==> src/design/np_capture_pkg.sv <==
package np_capture_pkg;

  // register map
  localparam logic [4:0]  REG_PARTNER_ABILITY = 5'h05;
  localparam logic [15:0] PARTNER_RESET       = 16'h0000;

  // field positions of the captured next page
  localparam int BIT_MORE_PAGES = 15;
  localparam int BIT_ACK        = 14;
  localparam int BIT_MSG_PAGE   = 13;
  localparam int BIT_COMPLY     = 12;
  localparam int BIT_TOGGLE     = 11;
  localparam int CODE_W         = 11;

  // one received link code word, as handed over by negotiation
  typedef struct packed {
    logic              more_pages_request;
    logic              ack;
    logic              message_page_flag;
    logic              comply_acknowledge;
    logic              toggle;
    logic [CODE_W-1:0] code;
  } next_page_t;

  // management register request
  typedef struct packed {
    logic [4:0]  addr;
    logic [15:0] wdata;
    logic        wr;
    logic        rd;
  } mgmt_req_t;

endpackage

==> src/design/page_latch.sv <==
`timescale 1ns/1ps
module page_latch
  import np_capture_pkg::*;
(
  // clock and reset
  input  wire logic       clk,
  input  wire logic       rst,
  // captured word in
  input  wire logic       load,
  input  wire next_page_t page_in,
  // held word out
  output next_page_t      page_q
);

  next_page_t page_d;

  // only negotiation may load; nothing on the management side reaches here
  always_comb begin
    page_d = page_q;
    if (load) begin
      page_d = page_in;
    end
  end

  always_ff @(posedge clk) begin
    if (rst) begin
      page_q <= next_page_t'(PARTNER_RESET);
    end else begin
      page_q <= page_d;
    end
  end

endmodule

==> src/design/partner_next_page_capture.sv <==
// Local design decisions: the strobed register port and the address map.
`timescale 1ns/1ps
// Notes on behaviour
// - bit 15 reads 1 when partner wants another next page.
// - bit 14 reads 1 when partner acknowledged our data word.
// - negotiation updates acknowledge from incoming pulse bursts, no software.
// - bit 13 is 1 for message page, 0 for unformatted.
// - bit 12 reads 1 when partner can comply with message.
// - bit 11 holds partner toggle value as received.
// - bits 10:0 hold code field, zero after reset.
// - code is message code if bit 13 set, else unformatted data.
// - register overwritten with next page after negotiation if next pages supported.
module partner_next_page_capture
  import np_capture_pkg::*;
(
  // clock and reset
  input  wire logic        clk,
  input  wire logic        rst,
  // from negotiation engine
  input  wire logic        page_valid,
  input  wire next_page_t  page_rx,
  input  wire logic        np_supported,
  input  wire logic        neg_success,
  // management port
  input  wire logic [4:0]  addr,
  input  wire logic [15:0] wdata,
  input  wire logic        wr,
  input  wire logic        rd,
  output logic [15:0]      rdata,
  // decoded view of the held page
  output logic             is_message_q,
  output logic [10:0]      code_q
);

  next_page_t held;
  logic       load;
  logic [15:0] rdata_d;
  logic        is_message_d;
  logic [10:0] code_d;
  logic        read_hit;

  // address decode shared by the read path and its checks
  function automatic logic partner_hit(input logic rd_s, input logic [4:0] a);
    return rd_s && (a == REG_PARTNER_ABILITY);
  endfunction

  // flatten the held page into the register layout
  // kept explicit per field so a struct reorder cannot silently move bits
  function automatic logic [15:0] page_word(input next_page_t p);
    logic [15:0] w;
    w                 = 16'h0000;
    w[BIT_MORE_PAGES] = p.more_pages_request;
    w[BIT_ACK]        = p.ack;
    w[BIT_MSG_PAGE]   = p.message_page_flag;
    w[BIT_COMPLY]     = p.comply_acknowledge;
    w[BIT_TOGGLE]     = p.toggle;
    w[CODE_W-1:0]     = p.code;
    return w;
  endfunction

  // one decode for the read path and the checks that use read_hit
  assign read_hit = partner_hit(rd, addr);

  // load only once negotiation has succeeded and next pages are allowed
  assign load = page_valid && neg_success && np_supported;

  page_latch u_latch (
    .clk     (clk),
    .rst     (rst),
    .load    (load),
    .page_in (page_rx),
    .page_q  (held)
  );

  // read path; writes are decoded nowhere, so they have no effect
  always_comb begin
    rdata_d = 16'h0000;
    // rdata is zero outside a read so stale words never linger on the bus
    if (read_hit) begin
      rdata_d = page_word(held);
    end
  end

  // interpretation of code field follows the page type
  always_comb begin
    is_message_d = held.message_page_flag;
    code_d       = held.code;
  end

  always_ff @(posedge clk) begin
    if (rst) begin
      rdata        <= 16'h0000;
      is_message_q <= 1'b0;
      code_q       <= 11'h000;
    end else begin
      rdata        <= rdata_d;
      is_message_q <= is_message_d;
      code_q       <= code_d;
    end
  end

  // write never alters the held page
  write_ignored_a: assert property (@(posedge clk) disable iff (rst)
    (wr && !load) |=> (held == $past(held)))
    else $error("write changed captured page");

  capture_load_a: assert property (@(posedge clk) disable iff (rst)
    load |=> (held == $past(page_rx)))
    else $error("page not captured");

  no_load_hold_a: assert property (@(posedge clk) disable iff (rst)
    !load |=> $stable(held))
    else $error("page changed without load");

  read_fields_a: assert property (@(posedge clk) disable iff (rst)
    (rd && addr == REG_PARTNER_ABILITY) |=> (rdata == $past(held)))
    else $error("read data wrong");

  read_ack_a: assert property (@(posedge clk) disable iff (rst)
    (rd && addr == REG_PARTNER_ABILITY) |=> (rdata[14] == $past(held.ack)))
    else $error("ack bit wrong");

  read_unmapped_a: assert property (@(posedge clk) disable iff (rst)
    !(rd && addr == REG_PARTNER_ABILITY) |=> (rdata == 16'h0000))
    else $error("unmapped read not zero");

  msg_view_a: assert property (@(posedge clk) disable iff (rst)
    load |=> ##1 (is_message_q == $past(page_rx.message_page_flag, 2)))
    else $error("message flag view wrong");

  toggle_read_a: assert property (@(posedge clk) disable iff (rst)
    (rd && addr == REG_PARTNER_ABILITY) |=> (rdata[11] == $past(held.toggle)))
    else $error("toggle bit wrong");

  // per-field read checks for bits 15, 13, 12 and 10:0; ack and toggle reads are checked above

  more_read_a: assert property (@(posedge clk) disable iff (rst)
    read_hit |=> (rdata[15] == $past(held.more_pages_request)))
    else $error("more pages bit wrong");

  msg_read_a: assert property (@(posedge clk) disable iff (rst)
    read_hit |=> (rdata[13] == $past(held.message_page_flag)))
    else $error("message page bit wrong");

  comply_read_a: assert property (@(posedge clk) disable iff (rst)
    read_hit |=> (rdata[12] == $past(held.comply_acknowledge)))
    else $error("comply bit wrong");

  code_read_a: assert property (@(posedge clk) disable iff (rst)
    read_hit |=> (rdata[10:0] == $past(held.code)))
    else $error("code field wrong");

  // reset clears everything visible, without regard to the bus

  reset_clear_a: assert property (@(posedge clk)
    rst |=> ((held == '0) && (rdata == 16'h0000) && !is_message_q && (code_q == 11'h000)))
    else $error("reset did not clear");

  // capture checks for the ack, more pages and toggle fields that negotiation hands over

  ack_load_a: assert property (@(posedge clk) disable iff (rst)
    load |=> (held.ack == $past(page_rx.ack)))
    else $error("ack not captured");

  more_load_a: assert property (@(posedge clk) disable iff (rst)
    load |=> (held.more_pages_request == $past(page_rx.more_pages_request)))
    else $error("more pages not captured");

  toggle_load_a: assert property (@(posedge clk) disable iff (rst)
    load |=> (held.toggle == $past(page_rx.toggle)))
    else $error("toggle not captured");

  // a page without both qualifiers must leave the register alone
  unqual_hold_a: assert property (@(posedge clk) disable iff (rst)
    (page_valid && !(neg_success && np_supported)) |=> $stable(held))
    else $error("unqualified page captured");

  // decoded view lags the held page by one cycle

  code_view_a: assert property (@(posedge clk) disable iff (rst)
    load |=> ##1 (code_q == $past(page_rx.code, 2)))
    else $error("code view wrong");

  msg_track_a: assert property (@(posedge clk) disable iff (rst)
    1'b1 |=> (is_message_q == $past(held.message_page_flag)))
    else $error("message view lags wrong");

  code_track_a: assert property (@(posedge clk) disable iff (rst)
    1'b1 |=> (code_q == $past(held.code)))
    else $error("code view lags wrong");

  // a write on its own never puts anything on the read bus
  write_quiet_a: assert property (@(posedge clk) disable iff (rst)
    (wr && !read_hit) |=> (rdata == 16'h0000))
    else $error("write produced read data");

endmodule

==> config.mk <==
export PLATFORM = sky130hd
export DESIGN_NAME = partner_next_page_capture
export DESIGN_NICKNAME = d
export VERILOG_FILES = /design/src/design/np_capture_pkg.sv /design/src/design/page_latch.sv /design/src/design/partner_next_page_capture.sv
export SDC_FILE = /design/constraint.sdc
export NUM_CORES = 1
export LEC_CHECK = 0
export ABC_AREA = 0
export BUFFER_PORTS_ARGS = -buffer_cell sky130_fd_sc_hd__buf_2
export CAP_MARGIN = 15
export CORE_MARGIN = 2
export CORE_UTILIZATION = 35
export CTS_BUF_LIST = sky130_fd_sc_hd__clkbuf_8 sky130_fd_sc_hd__clkbuf_16
export DETAILED_ROUTE_END_ITERATION = 16
export PLACE_DENSITY = 0.61
export SYNTH_ARGS = -nofsm -noshare
export SYNTH_HDL_FRONTEND = slang
export SYNTH_SLANG_ARGS = --single-unit
export TNS_END_PERCENT = 5
==> constraint.sdc <==
create_clock -name clk -period 2 [get_ports clk]
set_input_delay 0.4 -clock clk [delete_from_list [all_inputs] [get_ports clk]]
set_output_delay 0.4 -clock clk [all_outputs]
set_load 0.005 [all_outputs]
==> metrics, run 1 <==
number of DRC markers after the initial detailed-route iteration=29; Clock Power Share=a little under two fifths; Final Non-Filler Cells=approximately 240; CP Capture Type=register; Hold Vio Cnt, Final=0; cts bufs inserted=5; Antenna Cells=0; net count after synthesis=between 150 and 200; WP data arrival=1.46 ns; share of cells above drive strength 1=45.0%; max_slew headroom=around 45%; Die ar.=5070 µm²; CP Class=in2reg; DRC violations left=0; worst path cell trace=buf_2 -> or3b_1 -> nor3_1; CTS tree=done; Synth area leaders=dfxtp_1 56%, nor2b_1 9.5%, nor3_2 5.7%, mux2_4 5.7%, mux2_2 4.3%; H-tree levels=2; count leader, synth=dfxtp_1; vias in the first global route=1044; gr ovfl total=0; Synth area leader=dfxtp_1; outcome=finished, final reports clean; Async SR Flop Fraction=0%; maximum root-to-sink buffer count=2; RSZ-0062 raised after global routing=false; io pins=about 70; worst-margin pin slew=0.826 ns; Mapped Cells=136; Sequential Power Share=a little under three fifths; site row count=24; predominant post-synthesis flop cell=dfxtp_1; worst setup margin=0.743 ns; Die X=about 71 µm; crit share post-route=62.9%; hold buffer count at cts=0; Overall Power=around 1600 µW; worst endpoint required time=2.20 ns; Slew Limit Fails=0; setup TNS=0 ns; fillers=about 430; initial core utilization=36.3%; initial antenna violation count=0; Unique masters post-synth=18; area delta synth->final=23.7%; clock sink total=44; max incr delay on CP=approximately 0.7 ns; number of synthesized flops with an enable pin=0; post-cts sizing count=0; Core ar.=between 4000 and 5000 µm²; worst-case reg-to-reg path depth=2; leakage power=approximately 0.00087 µW; P_int=around 1300 µW; setup bufs post-CTS=0; clock skew=between 0.001 and 0.0015 ns; # setup viols final=0; Startpoint Class=input pin; most frequent cells after synthesis=44 x dfxtp_1, 24 x nor2b_1, 16 x inv_1; Cell Count Post-Placement=~240; hpwl dp=1.88 mm; Worst Hold Path Cells=3; flop and latch count out of synthesis=44; routed len/inst=11.2 µm; NumNets Final=approximately 240; worst hold path class=in2reg; Clk Latency, worst-skew pair=between 0.2 and 0.3 ns; Seq/Total Area, Yosys=between 50% and 60%; PD cells=805 nW/µm²; port buffer count=between 50 and 60; vias per cell=between 4 and 5; Root Driver=clkbuf_8; DP Worst Slack=slightly above 0.4 ns; Peak VDD IR=0.381 mV; Placed Area=between 1500 and 2000 µm²; synth warn=0; Clk pin slew, worst setup/hold paths=0.08 ns; vias=1036; post-synth top area share=~56%; largest net degree at the start of global routing=20; post-synthesis cell area=around 1600 µm²; ANT nets after route=0; Max FO, Critical Path=16; Final min period=around 1.3 ns; sw frac=between 20% and 30%; Global Route Usage Sum=a little under an eighth; CP max-delay cell=or3b_1; FMAX=slightly below 0.8 GHz; final instance area=slightly below 2000 µm²; Comb power frac=under 10%; die extent in y=71.2 µm; syn_area_per_cell=about 12 µm²; first drt pass iteration count=4; WL final=approximately 2.7 mm; P_sw=around 320 µW; max_cap viols=0; first-pass GRT wire length=around 4.7 mm; GP Congestion=approximately 0.65
==> path summary, 6_finish.rpt <==
| path | start | to | slack, ns |
|---|---|---|---|
| min reg2reg | u_latch.page_q[10] | rdata[10] | 0.43 |
| max reg2reg | u_latch.page_q[7] | u_latch.page_q[7] | 1.17 |
| max | addr[1] | rdata[11] | 0.74 |
| min | page_rx[11] | u_latch.page_q[11] | 0.37 |
==> per-stage QoR <==
step	hold slack, ns	utilization [%]
after floorplan	0.411	-
after global placement	0.425	42.7
after detailed placement	0.424	42.7
after global routing	0.380	44.9
after CTS	0.365	44.9
final	0.372	44.9
==> routing by layer <==
layer | part of all wire (%) | global-route usage, %
met1 | 46 | 15.0
met2 | 47 | 19.0
met3 | 5.2 | 2.25
met4 | 2.1 | 6.92
met5 | 0 | 0
==> state kept, by name, summed over array words and instances (netlist names) <==
| signal | flops |
|---|---|
| u_latch.page_q | 16 |
| code_q | 11 |
| is_message_q | 1 |
| rdata | 16 |
==> power by group through the flow <==
| stage | clock network [µW] | logic (µW) | registers, µW |
|---|---|---|---|
| after floorplan | 0 | 67.5 | 918 |
| after global placement | 0 | 99.6 | 917 |
| after detailed placement | 0 | 101 | 918 |
| after CTS | 602 | 101 | 897 |
| after global routing | 634 | 111 | 899 |
| final | 578 | 99.0 | 897 |
==> layout make-up <==
cell class | instances | area, µm² | area share (%)
sequential | 44 | 881 | 45.0
timing repair buffer | 57 | 293 | 15.0
clock buffer | 7 | 96.3 | 4.93
multi-input combinational | 67 | 561 | 28.7
inverter | 16 | 60.1 | 3.07
tap | 52 | 65.1 | 3.33
==> cell usage in the layout, fill, tap and decap left out, drive strengths merged <==
master,netlist,routed
and3,1,1
mux2i,4,4
mux2,12,12
dfxtp,44,44
buf,8,57
nand2b,8,8
nor2b,24,24
or3b,1,1
inv,16,16
clkbuf,1,7
nand4bb,1,1
nor3,16,16
==> cell families (layout without fill, tap and decap cells) <==
kind of cell	count (synthesis)	in the layout	share of synthesized area (%)
simple gates	51	51	22.9
flops	44	44	55.7
buf+inv	25	80	8.86
mux	16	16	12.5
==> worst max-delay path, delay by kind of cell <==
| kind | cells | cell delay (ns) |
|---|---|---|
| buffers and inverters | 1 | 0.09 |
| and+or+nand+nor | 2 | 0.97 |
(Power assumes the default switching activity.)
==> run 2, diff against run 1 <==
--- a/config.mk
+++ b/config.mk
@@ -5,14 +5,14 @@
 export SDC_FILE = /design/constraint.sdc
 export NUM_CORES = 1
 export LEC_CHECK = 0
-export ABC_AREA = 0
+export ABC_AREA = 1
 export BUFFER_PORTS_ARGS = -buffer_cell sky130_fd_sc_hd__buf_2
 export CAP_MARGIN = 15
 export CORE_MARGIN = 2
 export CORE_UTILIZATION = 35
 export CTS_BUF_LIST = sky130_fd_sc_hd__clkbuf_8 sky130_fd_sc_hd__clkbuf_16
 export DETAILED_ROUTE_END_ITERATION = 16
-export PLACE_DENSITY = 0.61
+export PLACE_DENSITY = 0.65
 export SYNTH_ARGS = -nofsm -noshare
 export SYNTH_HDL_FRONTEND = slang
 export SYNTH_SLANG_ARGS = --single-unit
==> constraint.sdc (replaced) <==
create_clock -name clk -period 1.1 [get_ports clk]
set_input_delay 0.22 -clock clk [delete_from_list [all_inputs] [get_ports clk]]
set_output_delay 0.22 -clock clk [all_outputs]
set_load 0.005 [all_outputs]
==> run 2 against run 1 <==
Compared with the run above: sequential share of layout area grew 2.7 points; clock power increased by 110%; largest power group unchanged; register-to-register slack got worse by 0.72 ns; largest cell class unchanged; final area down 5.6%; via count rose by 5.9%; non-clock buffer count is the same; count of clock-buffer cells in the layout decreased by 2; combinational power is 97% higher; area after synthesis decreased by 11%; first-iteration DRC count up 17%; global-route usage grew 0.73 points.
==> metrics, run 2 <==
outcome=finished, final reports clean; Clk Latency, worst-skew pair=0.29 ns (about the same); CTS tree=done; RSZ-0062 raised after global routing=false; Die ar.=4530 µm² (-11%); max_cap viols=0 (unchanged); Clock Power Share=39.3% (+2.6 points); Mapped Cells=168 (+24%); initial antenna violation count=0 (unchanged); worst path cell trace=buf_2; share of cells above drive strength 1=34.8% (-10 points); hpwl dp=1.68 mm (-11%); Die X=67.3 µm (-5.5%); FMAX=~1.1 GHz; Layout Utilization=47.2% (+2.3 points); NumNets Final=270 (+15%); Synth area leader=dfxtp_1; first drt pass iteration count=4 (unchanged); flop and latch count out of synthesis=44 (unchanged); Global Route Usage Sum=12.6% (+0.73 points); # setup viols final=0 (unchanged); post-synth top area share=62.8% (+7.1 points); most frequent cells in the layout=54 x buf_2, 51 x nor2_1, 44 x dfxtp_1; setup bufs post-CTS=0 (unchanged); syn_area_per_cell=8.35 µm² (-28%); post-synthesis cell area=1400 µm² (-11%); leakage power=0.000996 µW (+15%); Async SR Flop Fraction=0% (unchanged); Max FO, Critical Path=1 (-15); max incr delay on CP=0.33 ns (-0.38 ns); PD cells=1640 nW/µm² (+100%); DRC violations left=0 (unchanged); site row count=23 (-4.2%); worst hold path class=in2reg; Top delay family on crit path=flip-flops; Synth area leaders=dfxtp_1 63%, nor2_1 14%, nand2_1 9.1%, inv_1 4.8%, nor2_2 4.5%; count leader, synth=nor2_1; gr ovfl total=0 (unchanged); Core ar.=3910 µm² (-10%); maximum root-to-sink buffer count=2 (unchanged); die extent in y=67.3 µm (-5.5%); Hold Path Origin=page_rx[2]; synth warn=0 (unchanged); CP max-delay cell=dfxtp_1; Startpoint Class=register; Root Driver=clkbuf_8; P_sw=638 µW (+98%); ANT nets after route=0 (unchanged); Peak VDD IR=0.733 mV (+92%); worst-margin pin slew=0.265 ns (-0.561 ns); P_int=2390 µW (+91%); Comb power frac=6.4% (about the same); area delta synth->final=31.7%; sw frac=21.1% (+0.62 points); initial core utilization=35.8% (-0.48 points); GP Congestion=0.697 (+6.6%); Largest regs=rdata x16, u_latch.page_q x16, code_q x11; post-cts sizing count=0 (unchanged); clock skew=0.00266 ns (+0.00136 ns); Antenna Cells=0 (unchanged); CP Class=reg2out; net count after synthesis=212 (+18%); largest net degree at the start of global routing=33 (+65%); Clk pin slew, worst setup/hold paths=0.08 ns (about the same); port buffer count=54 (unchanged); vias per cell=3.96 (-7.1%); first-pass GRT wire length=4.22 mm (-9.6%); predominant post-synthesis flop cell=dfxtp_1; number of DRC markers after the initial detailed-route iteration=34 (+17%); Hold Vio Cnt, Final=0 (unchanged); H-tree levels=2 (unchanged); WL final=2.43 mm (-10%); routed len/inst=8.79 µm (-21%); max_slew headroom=82.3% (+37 points); Unique masters post-synth=13 (-5); WP data arrival=0.72 ns (-0.74 ns); hold buffer count at cts=0 (unchanged); crit share post-route=between 80% and 90%; CP Capture Type=primary output; vias=1097 (+5.9%); clock sink total=44 (unchanged); worst endpoint required time=0.88 ns (-1.32 ns); number of synthesized flops with an enable pin=0 (unchanged); Worst R2R Start=u_latch.page_q[3]; vias in the first global route=1034 (-0.96%); most frequent cells after synthesis=51 x nor2_1, 44 x dfxtp_1, 34 x nand2_1; Final min period=about 0.94 ns; cts bufs inserted=5 (unchanged); Critical path origin=rdata[14]; most common cell after layout, fill and taps aside=buf_2; Sequential Power Share=54.3% (-2.7 points); Worst Path Buf+Inv=1 (unchanged); Slew Limit Fails=0 (unchanged); Seq/Total Area, Yosys=62.8% (+7.1 points); io pins=72 (unchanged); setup TNS=0 ns (unchanged)
run 2: layer usage:
metal  vias up  GRT usage (%)  wire, µm
li1        596              -         -
met1       464           14.9      1120
met2        34           20.8      1150
met3         3           4.50       151
met4         0           5.36        16
met5         -              0         0
run 2: kinds of logic after synthesis:
kind of cell	synth area share [%]
and+or+nand+nor	29.6
DFF	62.8
buffers and inverters	7.58
run 2: worst reg2reg max path, cell delays in order, from the launching register on:
cell	delay, ns
dfxtp_1	0.30
inv_1	0.09
nand2_1	0.06
nand2_1	0.06
nor2_1	0.04
run 2: worst paths after layout:
path,to,cells after the start,slack [ns]
worst max-delay path,rdata[14],1,0.16
worst min-delay path,u_latch.page_q[2],3,0.15
worst max register to register,u_latch.page_q[3],4,0.45
worst min register to register,rdata[12],2,0.44
run 2: through the flow:
step | instances | hold slack (ns) | power, µW | area (µm²) | worst slack, ns
2_1_floorplan | 168 | 0.292 | 1790 | 1400 | 0.286
3_3_place_gp | 269 | 0.425 | 1880 | 1740 | 0.138
3_5_place_dp | 269 | 0.430 | 1880 | 1740 | 0.129
4_1_cts | 277 | 0.146 | 3080 | 1850 | 0.144
5_1_grt | 277 | 0.159 | 3200 | 1850 | 0.107
6_report | 277 | 0.152 | 3030 | 1850 | 0.162
run 2: power by group through the flow:
stage,clock network (µW),logic [µW],registers [µW]
6_report,1190,195,1640
5_1_grt,1320,228,1650
4_1_cts,1240,199,1650
3_5_place_dp,0,198,1680
3_3_place_gp,0,195,1680
2_1_floorplan,0,107,1680
run 2: cell type report:
cell class,instances,area (µm²)
Fill cell,426,2070
Inverter,19,71.3
Multi-Input combinational cell,99,415
Sequential cell,44,881
Timing Repair Buffer,57,305
Clock buffer,5,68.8
Tap cell,50,62.6
Clock inverter,3,42.5
